`config.mk`:
```
export PLATFORM = sky130hd
export DESIGN_NAME = pp2_regs
export DESIGN_NICKNAME = d
export VERILOG_FILES = /design/src/logic/pp2_pkg.sv /design/src/logic/pp2_nibble_rev.sv /design/src/logic/pp2_regs.sv
export SDC_FILE = /design/constraint.sdc
export NUM_CORES = 1
export LEC_CHECK = 0
export ABC_CLOCK_PERIOD_IN_PS = 5000
export BUFFER_PORTS_ARGS = -buffer_cell sky130_fd_sc_hd__buf_4
export CORE_MARGIN = 2
export CORE_UTILIZATION = 55
export DETAILED_ROUTE_END_ITERATION = 10
export GPL_ROUTABILITY_DRIVEN = 0
export HOLD_SLACK_MARGIN = 0.08
export PLACE_DENSITY = 0.82
export SLEW_MARGIN = 20
export SYNTH_ARGS = -nofsm -noshare
export SYNTH_HDL_FRONTEND = slang
export SYNTH_SLANG_ARGS = --single-unit
```
`constraint.sdc`:
```
create_clock -name pclk -period 5 [get_ports pclk]
set_clock_uncertainty 0.1 [all_clocks]
set_input_delay 1 -clock pclk [delete_from_list [all_inputs] [get_ports pclk]]
set_output_delay 1 -clock pclk [all_outputs]
set_load 0.02 [all_outputs]
```
`src/logic/pp2_pkg.sv`:
```
// Purpose: Constants and types for the page-two PHY configuration bank
// Assumes: Register index times four gives the APB byte address
// Notes: Indices keep the printed register numbers
package pp2_pkg;
    // Register indices, byte address is index * 4
    localparam logic [4:0] IDX_TX_AMP = 5'h10;
    localparam logic [4:0] IDX_EEE = 5'h11;
    localparam logic [4:0] IDX_MAC_TIMING = 5'h14;
    localparam logic [4:0] IDX_WAKE_LOW = 5'h15;
    localparam logic [4:0] IDX_PAGE_SEL = 5'h1f;
    localparam logic [4:0] IDX_PAGE_FIRST = 5'h10;
    localparam logic [15:0] PAGE_TWO = 16'h0002;
    localparam logic [15:0] PAGE_MAIN = 16'h0000;

    // Field positions
    localparam int TX100_LSB = 8;
    localparam int TX10_LSB = 4;
    localparam int TX10TE_LSB = 0;
    localparam int EEE_10TE_BIT = 15;
    localparam int LED_INV_LSB = 10;
    localparam int LINK_UP_BIT = 8;
    localparam int EEE100_BIT = 6;
    localparam int FORCE_LPI_BIT = 4;
    localparam int INH_TX_LPI_BIT = 3;
    localparam int INH_RX_LPI_BIT = 2;
    localparam int FAST_LINK_FAILURE_TWO_BIT = 15;
    localparam int SOF_BIT = 12;
    localparam int RXD_REV_BIT = 7;
    localparam int RX_DLY_LSB = 4;
    localparam int TXD_REV_BIT = 3;
    localparam int TX_DLY_LSB = 0;

    // Reset values
    localparam logic [3:0] TX100_RST = 4'h2;
    localparam logic [3:0] TX10_RST = 4'h8;
    localparam logic [3:0] TX10TE_RST = 4'he;
    localparam logic [1:0] LED_INV_RST = 2'h0;
    localparam logic [2:0] DLY_RST = 3'h0;
    localparam logic [15:0] WAKE_RST = 16'h0000;

    // Bits that software may write; the rest read back as zero, except read-only EEE status bits 8 and 6 (EEE_RMASK)
    localparam logic [15:0] TX_AMP_WMASK = 16'h0fff;
    localparam logic [15:0] EEE_WMASK = 16'h8c1c;
    localparam logic [15:0] EEE_RMASK = 16'h8d5c;
    localparam logic [15:0] TIMING_WMASK = 16'h90ff;

    // Delay code 000 ... 111 = 0.2 0.8 1.1 1.7 2.0 2.3 2.6 3.4 ns
    typedef logic [2:0] pp2_delay_t;

    typedef struct packed {
        logic [3:0] amp_100tx;
        logic [3:0] amp_10t;
        logic [3:0] amp_10te;
        logic eee_10te_en;
        logic fast_link_failure_two_en;
        logic sof_en;
        pp2_delay_t rx_clk_delay;
        pp2_delay_t tx_clk_delay;
        logic [15:0] wake_addr_low;
    } pp2_cfg_t;
endpackage

```
`src/logic/pp2_nibble_rev.sv`:
```
// Purpose: Optional bit-order reversal of a data nibble
// Assumes: Purely combinational, width fixed by parameter
// Notes: Bit i maps to bit W-1-i when reverse is set
`timescale 1ns/1ps
module pp2_nibble_rev #(
    parameter int W = 4
) (
    input wire logic [W-1:0] din, // Data in
    input wire logic reverse, // Swap bit order
    output logic [W-1:0] dout // Data out
);
    initial
    begin
        if (W < 2)
            $error("pp2_nibble_rev: W must be at least 2");
    end

    always_comb
    begin
        for (int i = 0; i < W; i++)
            dout[i] = reverse ? din[W-1-i] : din[i];
    end
endmodule // pp2_nibble_rev

```
`src/logic/pp2_regs.sv`:
```
// Purpose: Page-two PHY configuration registers behind an APB slave
// Assumes: pclk 50 MHz, presetn is the hardware reset
// Notes: soft_reset restores only the non-sticky fields
// Operation
// - Bits 11:8 hold sticky 100BASE-TX amplitude trim, reset 0010.
// - Bits 7:4 hold sticky 10BASE-T amplitude trim, reset 1000.
// - Bits 3:0 hold sticky 10BASE-Te amplitude trim, reset 1110.
// - Sticky bit 15 enables 10BASE-Te energy-efficient mode, default zero.
// - Sticky bits 11:10 invert indicator outputs, default active low.
// - Read-only bit 8 shows link up, bit 6 shows 100TX EEE.
// - Force bit 4 sends LPI on line and ignores MAC data.
// - Bit 3 in 100TX stops MAC LPI requests going out to the line; bit 4 still forces LPI.
// - Bit 2 in 100TX stops line LPI reaching the MAC.
// - Bit 15 enables fast-link-failure-two, not sticky, resets zero.
// - Sticky bit 12 enables start-of-frame indication, resets zero.
// - Sticky bit 7 reverses receive nibble toward the MAC.
// - Sticky bit 3 reverses transmit nibble from the MAC.
// - Fields 6:4 and 2:0 pick receive and transmit clock delays.
// - Sticky 16-bit register holds low wake address bytes, reset zero.
`timescale 1ns/1ps
module pp2_regs #(
    parameter int ADDR_W = 8,
    parameter int NIB_W = 4
) (
    input wire logic pclk, // APB clock
    input wire logic presetn, // Hardware reset, active low
    input wire logic psel, // APB select
    input wire logic penable, // APB access phase
    input wire logic pwrite, // APB write
    input wire logic [ADDR_W-1:0] paddr, // APB byte address
    input wire logic [31:0] pwdata, // APB write data
    input wire logic [3:0] pstrb, // APB byte strobes
    output logic [31:0] prdata, // APB read data
    output logic pready, // APB ready
    output logic pslverr, // APB error
    input wire logic soft_reset, // Software reset pulse
    input wire logic link_up, // Link status from core
    input wire logic eee_100tx_on, // EEE active for 100TX
    input wire logic speed_100, // Link runs 100BASE-TX
    input wire logic [NIB_W-1:0] mac_txd, // Transmit nibble from MAC
    input wire logic mac_tx_lpi, // MAC requests LPI
    input wire logic [NIB_W-1:0] core_rxd, // Receive nibble from line
    input wire logic line_rx_lpi, // LPI seen on the line
    input wire logic [1:0] led_on, // Indicator requests, high=on
    output logic [NIB_W-1:0] line_txd, // Transmit nibble to line
    output logic line_tx_lpi, // LPI to the line
    output logic [NIB_W-1:0] mac_rxd, // Receive nibble to MAC
    output logic mac_rx_lpi, // LPI to the MAC
    output logic [1:0] led_pin, // Indicator pin levels
    output pp2_pkg::pp2_cfg_t cfg // Configuration to the core
);
    initial
    begin
        if (ADDR_W < 8)
            $error("pp2_regs: ADDR_W must be at least 8");
        if (NIB_W != 4)
            $error("pp2_regs: NIB_W must be 4");
    end

    // Register state
    logic [15:0] page_sel;
    logic [3:0] amp_100tx;
    logic [3:0] amp_10t;
    logic [3:0] amp_10te;
    logic eee_10te_en;
    logic [1:0] led_invert;
    logic force_lpi;
    logic inhibit_tx_lpi;
    logic inhibit_rx_lpi;
    logic fast_link_failure_two_en;
    logic sof_en;
    logic rxd_rev;
    logic txd_rev;
    pp2_pkg::pp2_delay_t rx_dly;
    pp2_pkg::pp2_delay_t tx_dly;
    logic [15:0] wake_low;
    logic link_q;
    logic eee100_q;
    logic err_q;

    // Bus decode
    logic [4:0] idx;
    logic aligned;
    logic on_page2;
    logic hit_amp;
    logic hit_eee;
    logic hit_tim;
    logic hit_wake;
    logic hit_page;
    logic mapped;
    logic setup;
    logic wr_en;
    logic [15:0] be_mask;
    logic [15:0] wdata;
    logic [15:0] next_amp_reg;
    logic [15:0] next_eee_reg;
    logic [15:0] next_tim_reg;
    logic [15:0] rd_val;
    logic [15:0] amp_reg;
    logic [15:0] eee_reg;
    logic [15:0] tim_reg;
    logic [NIB_W-1:0] tx_nib;
    logic [NIB_W-1:0] rx_nib;

    assign idx = paddr[6:2];
    assign aligned = (paddr[1:0] == 2'h0)
        && (paddr[ADDR_W-1:7] == '0);
    assign on_page2 = (page_sel == pp2_pkg::PAGE_TWO);
    assign hit_amp = on_page2 && (idx == pp2_pkg::IDX_TX_AMP);
    assign hit_eee = on_page2 && (idx == pp2_pkg::IDX_EEE);
    assign hit_tim = on_page2 && (idx == pp2_pkg::IDX_MAC_TIMING);
    assign hit_wake = on_page2 && (idx == pp2_pkg::IDX_WAKE_LOW);
    assign hit_page = (idx == pp2_pkg::IDX_PAGE_SEL);
    assign mapped = aligned
        && (hit_amp || hit_eee || hit_tim || hit_wake || hit_page);
    assign setup = psel && !penable;
    assign pready = psel && penable;
    assign pslverr = pready && err_q;
    assign wr_en = pready && pwrite && !err_q;
    assign be_mask = {{8{pstrb[1]}}, {8{pstrb[0]}}};
    assign wdata = pwdata[15:0];

    // Assembled register images, reserved bits zero
    always_comb
    begin
        amp_reg = 16'h0000;
        amp_reg[pp2_pkg::TX100_LSB +: 4] = amp_100tx;
        amp_reg[pp2_pkg::TX10_LSB +: 4] = amp_10t;
        amp_reg[pp2_pkg::TX10TE_LSB +: 4] = amp_10te;
    end

    always_comb
    begin
        eee_reg = 16'h0000;
        eee_reg[pp2_pkg::EEE_10TE_BIT] = eee_10te_en;
        eee_reg[pp2_pkg::LED_INV_LSB +: 2] = led_invert;
        eee_reg[pp2_pkg::LINK_UP_BIT] = link_q;
        eee_reg[pp2_pkg::EEE100_BIT] = eee100_q;
        eee_reg[pp2_pkg::FORCE_LPI_BIT] = force_lpi;
        eee_reg[pp2_pkg::INH_TX_LPI_BIT] = inhibit_tx_lpi;
        eee_reg[pp2_pkg::INH_RX_LPI_BIT] = inhibit_rx_lpi;
    end

    always_comb
    begin
        tim_reg = 16'h0000;
        tim_reg[pp2_pkg::FAST_LINK_FAILURE_TWO_BIT] = fast_link_failure_two_en;
        tim_reg[pp2_pkg::SOF_BIT] = sof_en;
        tim_reg[pp2_pkg::RXD_REV_BIT] = rxd_rev;
        tim_reg[pp2_pkg::RX_DLY_LSB +: 3] = rx_dly;
        tim_reg[pp2_pkg::TXD_REV_BIT] = txd_rev;
        tim_reg[pp2_pkg::TX_DLY_LSB +: 3] = tx_dly;
    end

    // Merged write values; only writable bits and strobed lanes change
    always_comb
    begin
        next_amp_reg = (amp_reg & ~(be_mask & pp2_pkg::TX_AMP_WMASK))
            | (wdata & be_mask & pp2_pkg::TX_AMP_WMASK);
        next_eee_reg = (eee_reg & ~(be_mask & pp2_pkg::EEE_WMASK))
            | (wdata & be_mask & pp2_pkg::EEE_WMASK);
        next_tim_reg = (tim_reg & ~(be_mask & pp2_pkg::TIMING_WMASK))
            | (wdata & be_mask & pp2_pkg::TIMING_WMASK);
    end

    // Read mux
    always_comb
    begin
        rd_val = 16'h0000;
        if (hit_page)
            rd_val = page_sel;
        else if (hit_amp)
            rd_val = amp_reg;
        else if (hit_eee)
            rd_val = eee_reg & pp2_pkg::EEE_RMASK;
        else if (hit_tim)
            rd_val = tim_reg;
        else if (hit_wake)
            rd_val = wake_low;
        else
            rd_val = 16'h0000;
    end

    // Read data and error captured in the setup phase
    always_ff @(posedge pclk or negedge presetn)
    begin
        if (!presetn)
        begin
            prdata <= 32'h00000000;
            err_q <= 1'b0;
        end
        else if (setup)
        begin
            prdata <= {16'h0000, mapped ? rd_val : 16'h0000};
            err_q <= !mapped;
        end
    end

    // Status sampling
    always_ff @(posedge pclk or negedge presetn)
    begin
        if (!presetn)
        begin
            link_q <= 1'b0;
            eee100_q <= 1'b0;
        end
        else
        begin
            link_q <= link_up;
            eee100_q <= eee_100tx_on;
        end
    end

    // Page select; non-sticky
    always_ff @(posedge pclk or negedge presetn)
    begin
        if (!presetn)
            page_sel <= pp2_pkg::PAGE_MAIN;
        else if (soft_reset)
            page_sel <= pp2_pkg::PAGE_MAIN;
        else if (wr_en && hit_page)
            page_sel <= (page_sel & ~be_mask) | (wdata & be_mask);
    end

    // Amplitude trims, sticky
    always_ff @(posedge pclk or negedge presetn)
    begin
        if (!presetn)
        begin
            amp_100tx <= pp2_pkg::TX100_RST;
            amp_10t <= pp2_pkg::TX10_RST;
            amp_10te <= pp2_pkg::TX10TE_RST;
        end
        else if (wr_en && hit_amp)
        begin
            amp_100tx <= next_amp_reg[pp2_pkg::TX100_LSB +: 4];
            amp_10t <= next_amp_reg[pp2_pkg::TX10_LSB +: 4];
            amp_10te <= next_amp_reg[pp2_pkg::TX10TE_LSB +: 4];
        end
    end

    // Energy-efficient controls, sticky
    always_ff @(posedge pclk or negedge presetn)
    begin
        if (!presetn)
        begin
            eee_10te_en <= 1'b0;
            led_invert <= pp2_pkg::LED_INV_RST;
            force_lpi <= 1'b0;
            inhibit_tx_lpi <= 1'b0;
            inhibit_rx_lpi <= 1'b0;
        end
        else if (wr_en && hit_eee)
        begin
            eee_10te_en <= next_eee_reg[pp2_pkg::EEE_10TE_BIT];
            led_invert <= next_eee_reg[pp2_pkg::LED_INV_LSB +: 2];
            force_lpi <= next_eee_reg[pp2_pkg::FORCE_LPI_BIT];
            inhibit_tx_lpi <= next_eee_reg[pp2_pkg::INH_TX_LPI_BIT];
            inhibit_rx_lpi <= next_eee_reg[pp2_pkg::INH_RX_LPI_BIT];
        end
    end

    // Fast-link-failure-two enable, cleared by soft reset too
    always_ff @(posedge pclk or negedge presetn)
    begin
        if (!presetn)
            fast_link_failure_two_en <= 1'b0;
        else if (soft_reset)
            fast_link_failure_two_en <= 1'b0;
        else if (wr_en && hit_tim)
            fast_link_failure_two_en <= next_tim_reg[pp2_pkg::FAST_LINK_FAILURE_TWO_BIT];
    end

    // Interface timing, sticky fields
    always_ff @(posedge pclk or negedge presetn)
    begin
        if (!presetn)
        begin
            sof_en <= 1'b0;
            rxd_rev <= 1'b0;
            txd_rev <= 1'b0;
            rx_dly <= pp2_pkg::DLY_RST;
            tx_dly <= pp2_pkg::DLY_RST;
        end
        else if (wr_en && hit_tim)
        begin
            sof_en <= next_tim_reg[pp2_pkg::SOF_BIT];
            rxd_rev <= next_tim_reg[pp2_pkg::RXD_REV_BIT];
            txd_rev <= next_tim_reg[pp2_pkg::TXD_REV_BIT];
            rx_dly <= next_tim_reg[pp2_pkg::RX_DLY_LSB +: 3];
            tx_dly <= next_tim_reg[pp2_pkg::TX_DLY_LSB +: 3];
        end
    end

    // Wake address low word, sticky
    always_ff @(posedge pclk or negedge presetn)
    begin
        if (!presetn)
            wake_low <= pp2_pkg::WAKE_RST;
        else if (wr_en && hit_wake)
            wake_low <= (wake_low & ~be_mask) | (wdata & be_mask);
    end

    // Nibble reversal on both MAC paths
    pp2_nibble_rev #(
        .W(NIB_W)
    ) u_tx_rev (
        .din(mac_txd),
        .reverse(txd_rev),
        .dout(tx_nib)
    );

    pp2_nibble_rev #(
        .W(NIB_W)
    ) u_rx_rev (
        .din(core_rxd),
        .reverse(rxd_rev),
        .dout(rx_nib)
    );

    // Transmit path toward the line
    always_ff @(posedge pclk or negedge presetn)
    begin
        if (!presetn)
        begin
            line_txd <= '0;
            line_tx_lpi <= 1'b0;
        end
        else if (force_lpi)
        begin
            // Generator drives LPI; MAC data dropped
            line_txd <= '0;
            line_tx_lpi <= 1'b1;
        end
        else
        begin
            line_txd <= tx_nib;
            line_tx_lpi <= mac_tx_lpi
                && !(inhibit_tx_lpi && speed_100);
        end
    end

    // Receive path toward the MAC
    always_ff @(posedge pclk or negedge presetn)
    begin
        if (!presetn)
        begin
            mac_rxd <= '0;
            mac_rx_lpi <= 1'b0;
        end
        else
        begin
            mac_rxd <= rx_nib;
            mac_rx_lpi <= line_rx_lpi
                && !(inhibit_rx_lpi && speed_100);
        end
    end

    // Indicator pins: active low unless inverted
    always_ff @(posedge pclk or negedge presetn)
    begin
        if (!presetn)
            led_pin <= 2'h3;
        else
            led_pin <= ~led_on ^ led_invert;
    end

    // Configuration outputs to the core
    always_ff @(posedge pclk or negedge presetn)
    begin
        if (!presetn)
            cfg <= '0;
        else
        begin
            cfg.amp_100tx <= amp_100tx;
            cfg.amp_10t <= amp_10t;
            cfg.amp_10te <= amp_10te;
            cfg.eee_10te_en <= eee_10te_en;
            cfg.fast_link_failure_two_en <= fast_link_failure_two_en;
            cfg.sof_en <= sof_en;
            cfg.rx_clk_delay <= rx_dly;
            cfg.tx_clk_delay <= tx_dly;
            cfg.wake_addr_low <= wake_low;
        end
    end
endmodule // pp2_regs

```
==> results of run 1 <==
[synth_stat cells]
cell       instances
a22oi_1            2
o21ai_0           16
dfstp_2            7
dfrtp_1          121
conb_1             1
nor3_2             1
and2_1             4
and3_1            11
nor2b_1            3
mux2i_1           10
a21oi_1            6
a2bb2oi_1          3
o21ai_1            1
o41ai_1            3
a21o_1             2
clkbuf_1           8
nor4_4             1
a211oi_1           7
or2_2              1
nor4_1             6
and3b_1            2
nand3_2            3
a22o_1             8
nor2_1            17
nand3_1            8
inv_1             11
nor3_4             1
a21boi_0           1
mux2_2            49
buf_2              8
buf_4             17
and4b_1            1
mux4_2             4
nand2_1           11
nand2b_1           4
nand4_1            1
xnor2_1            2
a32oi_1           16
[critical path, stage by stage]
cell and delay, ps:
buf_4 120, nand2b_1 570, nor4_4 350, buf_4 310, nand3_1 430, o21ai_0 370
[logic make-up (layout without fill, tap and decap cells)]
logic type / count (synthesis) / in the layout / synth area share, %
compound gates: 65 / 65 / 9.140
buf+inv: 44 / 159 / 4.668
xor+xnor: 2 / 2 / 0.3422
flops: 128 / 128 / 62.73
other cells: 1 / 16 / 0.07324
simple gates: 75 / 75 / 8.554
mux: 63 / 63 / 14.49
[worst max-delay path by stage]
stage	startpoint	end	cells after the start
after CTS	penable	prdata[1]$_DFFE_PN0P_	6
after global placement	penable	prdata[15]$_DFFE_PN0P_	6
after floorplan	paddr[3]	flop	4
final	penable	prdata[1]$_DFFE_PN0P_	6
after detailed placement	penable	prdata[2]$_DFFE_PN0P_	6
after global routing	penable	prdata[1]$_DFFE_PN0P_	6
[routing by layer]
layer,vias up,wire (µm)
li1,1572,-
met1,1884,4901
met2,177,6477
met3,28,924
met4,0,223
met5,-,0
[through the flow]
step	setup WS [ps]	total power [mW]	utilization (%)	hold WS, ps
after floorplan	2569	1.130	-	263.6
after global placement	1826	1.193	65.43	274.8
after detailed placement	1724	1.196	65.43	281.6
after CTS	2147	2.441	72.14	296.2
after global routing	1987	2.514	72.14	306.9
final	2142	2.438	72.14	298.5
[report_power, final]
group          switching, mW  internal, mW  total [mW]
logic                 0.0813        0.0458       0.127
clock network          0.459         0.800        1.26
registers            0.00553          1.05        1.05
[cell usage in the layout, fill, tap and decap left out, drive strengths merged, types with 11 or more instances in the layout]
| master | netlist | final |
|---|---|---|
| a32oi | 16 | 16 |
| o21ai | 17 | 17 |
| dfrtp | 121 | 121 |
| and3 | 11 | 11 |
| buf | 25 | 116 |
| conb | 1 | 16 |
| nor2 | 17 | 17 |
| clkbuf | 8 | 20 |
| mux2 | 49 | 49 |
| nand3 | 11 | 11 |
| nand2 | 11 | 11 |
| inv | 11 | 11 |
[area by class of cell]
class                           count  share of cell area (%)
Clock buffer                       20                   6.898
Clock inverter                     12                   2.407
Inverter                           11                  0.6254
Multi-Input combinational cell    221                   26.13
Sequential cell                   128                   48.65
Tap cell                          111                   2.103
Timing Repair Buffer              116                   13.19
==> impl_metrics.csv, run 1 <==
group,metric,value,unit
route,first_iter_violations,392,
clock_tree,clk_latency,520,ps
place,placed_cells,587,
die,die_h,100.5,µm
yosys,synth_largest_area_cell,"dfrtp_1",
timing,final-hold-violation-count,0,
route,drc,0,
route,vias_per_cell,5.914,
final_layout,fin_cells,619,
power_and_ir_drop,p_per_area,369.3,nW/µm²
critical_path,critPathLaunchType,"primary input",
timing,setup_viol,0,
timing,tightest_slew,953.8,ps
global_routing,grt_max_degree,61,
worst_hold_path,min_delay_path_depth,0,
timing,setup_tns,0,ps
timing,period_needed,2858,ps
route,vias,3661,
yosys,ys_seq_area_share,62.73,%
die,core_area,9153,µm²
global_routing,use_met3,8.460,%
timing,maxSlewHeadroom,36.41,%
clock_tree,htree_num_levels,4,
yosys,synth_top_area_share,59.14,%
place,io_buffers,113,
clock_tree,numCtsBuffers,17,
clock_tree,clkTransAtPathRegs,60,ps
route,routed_wl,12530,µm
critical_path,crit_path_end_kind,"flop",
critical_path,reg2reg_to,"prdata[1]$_DFFE_PN0P_",
power_and_ir_drop,ir_worst_vdd,0.2433,mV
critical_path,cp.arrival,3170,ps
yosys,ys_ff_latch,128,
route,drtPass1Iterations,5,
clock_tree,cts_tree,"yes",
critical_path,ff2ff_setup_slack,2680,ps
final_layout,final_cell_area,6603,µm²
power_and_ir_drop,p_leak,3.318,nW
final_layout,areaGrowthSynthToFinish,28.96,%
global_routing,grt_pass1_vias,3738,
global_routing,gr-usage-met1,33.84,%
clock_tree,cts_setup_buffers,0,
global_routing,overflow,0,
yosys,synth_area,5120,µm²
place,placed_cell_area,5988,µm²
die,dieArea,10100,µm²
global_routing,gr-max-usage-layer,"met2",
final_layout,n_antenna_cell,0,
route,avgRoutedWirePerCell,20.24,µm
die,start_util,55.94,%
yosys,synth_warnings,0,
final_layout,layout-drive-gt1-share,42.32,%
final_layout,ff_latch_area,3212,µm²
yosys,postSynthAreaPerCell,13.54,µm²
timing,fmax,349.9,MHz
timing,final.period_utilization,57.16,%
place,dp_hpwl,8145,µm
timing,slew_violations,0,
yosys,synth_cell_types,38,
global_routing,grt_usage,26.17,%
critical_path,required,5310,ps
status,status,"complete, no violations",
die,fp.dieW,100.5,µm
job,maxCapViolCount,0,
critical_path,crit_fanout,18,
die,ioPinCount,148,
worst_hold_path,hp-class,"reg2reg",
final_layout,multi_input_area,1725,µm²
timing,rsz0062_at_grt,"no",
yosys,synth_area_leaders,"dfrtp_1 (59%), mux2_2 (11%), dfstp_2 (3.6%)",
final_layout,fin_nets,560,
route,route.antenna.remaining_nets,0,
global_routing,antenna_found_initial,0,
clock_tree,clockBufferDepth,2,
worst_hold_path,hold_path_end,"cfg[30]$_DFF_PN0_",
clock_tree,cts.sinks,128,
clock_tree,hold_buffers,0,
final_layout,fill_cells,618,
critical_path,rr_startpoint,"page_sel[13]$_DFFE_PN0P_",
die,std_cell_rows,35,
clock_tree,cts_resized,0,
global_routing,grt_pass1_wl,19710,µm
critical_path,crit_type,"in2reg",
global_routing,met2_usage,42.08,%
clock_tree,cts_root_buf,"clkbuf_8",
yosys,syn_inst,378,
critical_path,reg2reg_depth,4,
(Power assumes the default switching activity.)
==> run 2: changes to the inputs <==
--- a/config.mk
+++ b/config.mk
@@ -5,14 +5,15 @@
 export SDC_FILE = /design/constraint.sdc
 export NUM_CORES = 1
 export LEC_CHECK = 0
-export ABC_CLOCK_PERIOD_IN_PS = 5000
+export ABC_AREA = 1
+export ABC_CLOCK_PERIOD_IN_PS = 2700
 export BUFFER_PORTS_ARGS = -buffer_cell sky130_fd_sc_hd__buf_4
 export CORE_MARGIN = 2
-export CORE_UTILIZATION = 55
+export CORE_UTILIZATION = 52
 export DETAILED_ROUTE_END_ITERATION = 10
 export GPL_ROUTABILITY_DRIVEN = 0
 export HOLD_SLACK_MARGIN = 0.08
-export PLACE_DENSITY = 0.82
+export PLACE_DENSITY = 0.77
 export SLEW_MARGIN = 20
 export SYNTH_ARGS = -nofsm -noshare
 export SYNTH_HDL_FRONTEND = slang
==> constraint.sdc (replaced) <==
create_clock -name pclk -period 2.7 [get_ports pclk]
set_clock_uncertainty 0.1 [all_clocks]
set_input_delay 0.54 -clock pclk [delete_from_list [all_inputs] [get_ports pclk]]
set_output_delay 0.54 -clock pclk [all_outputs]
set_load 0.02 [all_outputs]
==> run 2 against run 1 <==
Effect of this change: register-to-register slack worse by 2200 ps; sequential share of layout area is 3.3 points lower; combinational power is 150% higher; highest routed layer unchanged; global-route usage is 0.76 points higher; hold slack worse by 180 ps; synthesized cell count is 57% higher; flip-flop and latch count stayed put; area after synthesis is 7.5% higher.
==> impl_metrics.csv, run 2 <==
group,metric,value,unit
status,status,"complete, no violations",
yosys,synth_largest_area_cell,"dfrtp_1",
global_routing,grt_pass1_vias,4789,
clock_tree,clkTransAtPathRegs,60,ps
route,first_iter_violations,546,
worst_hold_path,min_delay_path_depth,2,
timing,setup_tns,0,ps
clock_tree,numCtsBuffers,17,
clock_tree,cts_resized,0,
critical_path,crit_type,"reg2reg",
yosys,synth_area,5504,µm²
global_routing,grt_usage,26.93,%
route,drtPass1Iterations,5,
timing,slew_violations,0,
critical_path,reg2reg_to,"page_sel[14]$_DFFE_PN0P_",
die,start_util,53.31,%
critical_path,required,3000,ps
die,fp.dieW,106.9,µm
final_layout,n_antenna_cell,0,
yosys,ys_ff_latch,128,
yosys,synth_top_area_share,55.01,%
critical_path,crit_fanout,10,
die,std_cell_rows,37,
die,core_area,10320,µm²
die,die_h,106.9,µm
yosys,synth_cell_types,33,
critical_path,rr_startpoint,"err_q$_DFFE_PN0P_",
timing,period_needed,2243,ps
die,ioPinCount,148,
yosys,postSynthAreaPerCell,9.297,µm²
clock_tree,cts_tree,"yes",
clock_tree,cts_root_buf,"clkbuf_8",
yosys,synth-main-ff-cell,"dfrtp_1",
critical_path,cp.arrival,2540,ps
yosys,synth_warnings,0,
worst_hold_path,hold_path.startpoint,"speed_100",
timing,final-hold-violation-count,0,
final_layout,final_cell_area,7082,µm²
global_routing,antenna_found_initial,0,
timing,maxSlewHeadroom,57.95,%
route,drc,0,
timing,final.period_utilization,83.06,%
die,dieArea,11420,µm²
timing,fmax,445.9,MHz
critical_path,crit_path_end_kind,"flop",
yosys,synth-edff-count,0,
route,avgRoutedWirePerCell,16.56,µm
yosys,yosysMostFrequentCell,"nand2_1",
clock_tree,clk_latency,520,ps
place,placed_cell_area,6459,µm²
critical_path,reg2reg_depth,7,
critical_path,ff2ff_setup_slack,460,ps
final_layout,final_common_cell,"nand2_1",
place,dp_hpwl,10050,µm
power_and_ir_drop,ir_worst_vdd,0.3888,mV
power_and_ir_drop,p_per_area,631.7,nW/µm²
critical_path,setup.worst_path.start,"err_q$_DFFE_PN0P_",
global_routing,grt_max_degree,56,
timing,setup_viol,0,
yosys,ys_seq_area_share,58.35,%
final_layout,fin_nets,789,
critical_path,critPathLaunchType,"flop",
job,maxCapViolCount,0,
yosys,yosys-top-cells-count,"nand2_1 (129), dfrtp_1 (121), nor2_1 (63), inv_1 (52), nand3_1 (34)",
clock_tree,clockBufferDepth,2,
final_layout,layout-drive-gt1-share,26.59,%
place,io_buffers,113,
route,vias_per_cell,5.519,
final_layout,final_cell_mix,"nand2_1 (129), dfrtp_1 (121), buf_4 (120)",
yosys,synth_area_leaders,"dfrtp_1 (55%), nand2_1 (8.8%), nor2_1 (4.3%)",
clock_tree,cts.sinks,128,
yosys,synth_async_sr_flop_share,100.0,%
global_routing,overflow,0,
clock_tree,htree_num_levels,4,
route,vias,4818,
power_and_ir_drop,p_leak,3.665,nW
route,routed_wl,14450,µm
power_and_ir_drop,p_total,4.474,mW
timing,rsz0062_at_grt,"no",
route,route.antenna.remaining_nets,0,
global_routing,grt_pass1_wl,23450,µm
yosys,syn_inst,592,
timing,whs,115.1,ps
worst_hold_path,hp-class,"in2reg",
worst_hold_path,hold_path_end,"mac_rx_lpi$_DFF_PN0_",
final_layout,areaGrowthSynthToFinish,28.67,%
timing,tightest_slew,628.5,ps
-- run 2: cell types whose count changed in the layout (fill, tap and decap cells not counted), moves of 10 or more --
cell	previous run	this run
nand2_1	11	129
mux2_2	49	0
mux2i_1	10	0
a32oi_1	16	0
inv_1	11	52
nand4_1	1	18
and3_1	11	0
nor2_1	17	63
o21ai_1	1	28
nand3_1	8	34
inv_2	0	12
a21oi_1	6	19
-- run 2: through the flow --
stage / instances / setup WS, ps / util [%]
2_1_floorplan: 607 / 912.2 / -
3_3_place_gp: 836 / 417.1 / 62.56
3_5_place_dp: 836 / 364.0 / 62.56
4_1_cts: 873 / 543.6 / 68.60
5_1_grt: 873 / 316.5 / 68.60
6_report: 873 / 457.3 / 68.60
-- run 2: area by class of cell --
| cell class | instances | area (µm²) |
|---|---|---|
| Fill cell | 760 | 3242 |
| Multi-Input combinational cell | 386 | 1912 |
| Timing Repair Buffer | 126 | 970.9 |
| Tap cell | 136 | 170.2 |
| Clock inverter | 10 | 110.1 |
| Sequential cell | 128 | 3212 |
| Clock buffer | 22 | 462.9 |
| Inverter | 65 | 244.0 |
-- run 2: per-layer routing --
layer	track usage [%]	share of wire (%)	wire (µm)	vias up
li1	-	-	-	2174
met5	0	0	0	-
met1	35.12	41	5869	2278
met2	42.95	48	6871	312
met3	5.957	8.9	1282	54
met4	12.99	3.0	429	0
-- run 2: how the worst max path moves through the flow --
| stage | end | slack (ps) | depth (start not counted) |
|---|---|---|---|
| 2_1_floorplan | flop | 910 | 8 |
| 3_3_place_gp | page_sel[12]$_DFFE_PN0P_ | 420 | 7 |
| 3_5_place_dp | page_sel[14]$_DFFE_PN0P_ | 360 | 7 |
| 4_1_cts | page_sel[14]$_DFFE_PN0P_ | 540 | 7 |
| 5_1_grt | page_sel[14]$_DFFE_PN0P_ | 320 | 7 |
| 6_report | page_sel[14]$_DFFE_PN0P_ | 460 | 7 |
-- run 2: critical path, cell delays in order, from the launching register on --
cell      delay (ps)
dfrtp_1          350
inv_1             90
nand2_1           60
nor2_1           480
nand2_1          220
nand2_2          240
nand2_1          230
a221oi_1         350
-- run 2: logic make-up (layout without fill, tap and decap cells) --
family                 after synthesis  after routing  share of synthesized area [%]
XOR/XNOR                             2              2                         0.3183
flip-flops                         128            128                          58.35
AND/OR/NAND/NOR                    270            270                          22.76
other                                1             16                        0.06813
AO/OA/AOI/OAI                       98             98                          10.57
buffers and inverters               93            223                          7.934
-- run 2: report_power, final --
part | switching, mW | internal (mW)
Combinational | 0.209 | 0.106
Clock | 0.808 | 1.38
Sequential | 0.0229 | 1.95
-- run 2: repair_timing --
item	in CTS	in global routing
setup buffers	0	0
hold buffers	5	0
endpoints found under the hold margin	41	0
==> run 3: changes to the inputs <==
--- a/config.mk
+++ b/config.mk
@@ -6,14 +6,14 @@
 export NUM_CORES = 1
 export LEC_CHECK = 0
 export ABC_AREA = 1
-export ABC_CLOCK_PERIOD_IN_PS = 2700
+export ABC_CLOCK_PERIOD_IN_PS = 1930
 export BUFFER_PORTS_ARGS = -buffer_cell sky130_fd_sc_hd__buf_4
 export CORE_MARGIN = 2
-export CORE_UTILIZATION = 52
+export CORE_UTILIZATION = 47
 export DETAILED_ROUTE_END_ITERATION = 10
 export GPL_ROUTABILITY_DRIVEN = 0
 export HOLD_SLACK_MARGIN = 0.08
-export PLACE_DENSITY = 0.77
+export PLACE_DENSITY = 0.73
 export SLEW_MARGIN = 20
 export SYNTH_ARGS = -nofsm -noshare
 export SYNTH_HDL_FRONTEND = slang
==> constraint.sdc (replaced) <==
create_clock -name pclk -period 1.93 [get_ports pclk]
set_clock_uncertainty 0.1 [all_clocks]
set_input_delay 0.386 -clock pclk [delete_from_list [all_inputs] [get_ports pclk]]
set_output_delay 0.386 -clock pclk [all_outputs]
set_load 0.02 [all_outputs]
==> run 3 against run 2 <==
Effect of this change: flip-flop and latch count stayed put; non-clock buffer count is 26 higher; routed wire length is 0.42% higher; sequential share of layout area decreased by 1.7 points; combinational power is 49% higher; count of clock-buffer cells in the layout rose by 2.
==> impl_metrics.csv, run 3 (synthesis gave the netlist of run 2 again) <==
group,metric,value,unit
route,avgRoutedWirePerCell,16.04,µm
place,placed_cell_area,6705,µm²
critical_path,critPathLaunchType,"flop",
global_routing,grt_pass1_vias,4713,
global_routing,grt_max_degree,57,
die,fp.dieW,112.2,µm
timing,worst_slack,59.54,ps
die,std_cell_rows,39,
timing,final-hold-violation-count,0,
timing,period_needed,1870,ps
power_and_ir_drop,p_leak,3.821,nW
die,die_h,112.2,µm
route,routed_wl,14520,µm
place,io_buffers,113,
route,route.antenna.remaining_nets,0,
clock_tree,clockBufferDepth,2,
clock_tree,clkTransAtPathRegs,60,ps
critical_path,reg2reg_depth,11,
die,start_util,48.20,%
timing,fmax,534.6,MHz
critical_path,crit_path_end_kind,"flop",
global_routing,antenna_found_initial,0,
route,first_iter_violations,469,
clock_tree,htree_num_levels,4,
global_routing,overflow,0,
critical_path,cp.arrival,2130,ps
job,maxCapViolCount,0,
power_and_ir_drop,netSwitchingPower,1.415,mW
die,dieArea,12590,µm²
power_and_ir_drop,p_total,6.163,mW
place,place_ws,16.44,ps
final_layout,final_cell_area,7358,µm²
die,core_area,11420,µm²
clock_tree,clk_latency,420,ps
final_layout,final_cell_mix,"buf_4 (141), nand2_1 (126), dfrtp_1 (121)",
power_and_ir_drop,p_int,4.748,mW
critical_path,crit_type,"reg2reg",
clock_tree,cts_root_buf,"clkbuf_16",
power_and_ir_drop,p_sw_share,22.96,%
final_layout,fill_cells,902,
final_layout,layout-drive-gt1-share,30.45,%
route,vias_per_cell,5.203,
timing,setup_viol,0,
timing,final.period_utilization,96.92,%
worst_hold_path,hold_path_end,"mac_rx_lpi$_DFF_PN0_",
critical_path,required,2190,ps
place,placed_cells,868,
power_and_ir_drop,seqPwrFrac,44.8,%
global_routing,grt_usage,24.31,%
status,status,"complete, no violations",
critical_path,rr_startpoint,"page_sel[1]$_DFFE_PN0P_",
route,vias,4709,
worst_hold_path,hp-class,"in2reg",
final_layout,n_antenna_cell,0,
final_layout,fin_cells,905,
critical_path,reg2reg_to,"prdata[2]$_DFFE_PN0P_",
final_layout,areaGrowthSynthToFinish,33.69,%
worst_hold_path,hold_path.startpoint,"speed_100",
clock_tree,cts_tree,"yes",
timing,slew_violations,0,
critical_path,ff2ff_setup_slack,60,ps
timing,rsz0062_at_grt,"yes",
global_routing,grt_pass1_wl,23580,µm
power_and_ir_drop,clockPowerShare,47.6,%
place,dp_hpwl,10540,µm
clock_tree,numCtsBuffers,17,
clock_tree,cts.sinks,128,
worst_hold_path,min_delay_path_depth,2,
power_and_ir_drop,p_per_area,837.5,nW/µm²
final_layout,final_common_cell,"buf_4",
critical_path,crit_fanout,5,
route,drc,0,
power_and_ir_drop,combPwrFrac,7.6,%
final_layout,fin_nets,815,
final_layout,post-route-util,64.44,%
die,ioPinCount,148,
power_and_ir_drop,ir_worst_vdd,0.7431,mV
route,drtPass1Iterations,5,
run 3: what timing repair did:
item | 4_1_cts | 5_1_grt
buffers inserted | 0 | 0
resized for setup | 0 | 14
endpoints found under the setup margin | 0 | 34
hold buffers | 6 | 0
endpoints found under the hold margin | 26 | 0
run 3: how the worst max path moves through the flow:
stage	startpoint	to	slack [ps]	cells after the start
2_1_floorplan	page_sel[13]$_DFFE_PN0P_	flop	200	10
3_3_place_gp	paddr[6]	flop	80	10
3_5_place_dp	paddr[3]	page_sel[13]$_DFFE_PN0P_	20	6
4_1_cts	page_sel[13]$_DFFE_PN0P_	flop	50	8
5_1_grt	page_sel[9]$_DFFE_PN0P_	prdata[2]$_DFFE_PN0P_	-20	10
6_report	page_sel[1]$_DFFE_PN0P_	prdata[2]$_DFFE_PN0P_	60	11
run 3: area by class of cell:
| class | count | area, µm² | area share, % |
|---|---|---|---|
| sequential | 128 | 3212 | 43.65 |
| multi-input combinational | 386 | 1961 | 26.65 |
| timing repair buffer | 152 | 1219 | 16.56 |
| clock buffer | 24 | 481.7 | 6.547 |
| inverter | 65 | 244.0 | 3.316 |
| tap | 143 | 178.9 | 2.432 |
| clock inverter | 7 | 62.56 | 0.8502 |
run 3: power groups by stage:
stage | Clock, mW | Combinational [mW] | Sequential, mW
3_5_place_dp | 0 | 0.447 | 2.80
6_report | 2.93 | 0.469 | 2.76
3_3_place_gp | 0 | 0.435 | 2.80
2_1_floorplan | 0 | 0.235 | 2.81
4_1_cts | 2.96 | 0.460 | 2.76
5_1_grt | 3.08 | 0.518 | 2.76
run 3: per-layer routing:
metal | routed length (µm) | vias to the layer above | global-route usage (%)
met5 | 0 | - | 0
met1 | 6191 | 2263 | 32.74
met2 | 6886 | 194 | 37.55
li1 | - | 2225 | -
met4 | 328 | 0 | 8.862
met3 | 1108 | 27 | 7.451
run 3: worst max-delay path, cell delays in order, from the launching register on:
cell,delay [ps]
dfrtp_1,410
inv_2,50
nor2_1,130
nand2_2,130
nor2_8,130
buf_4,160
nand4_1,210
nand3_2,150
nand2_1,80
nand2_1,100
nand2_1,90
nand2_1,60
run 3: per-stage QoR:
step	hold WS [ps]	setup TNS [ps]
after floorplan	-9.591	0
after global placement	192.9	0
after detailed placement	206.9	0
after CTS	81.73	0
after global routing	81.37	-23.71
final	91.95	0
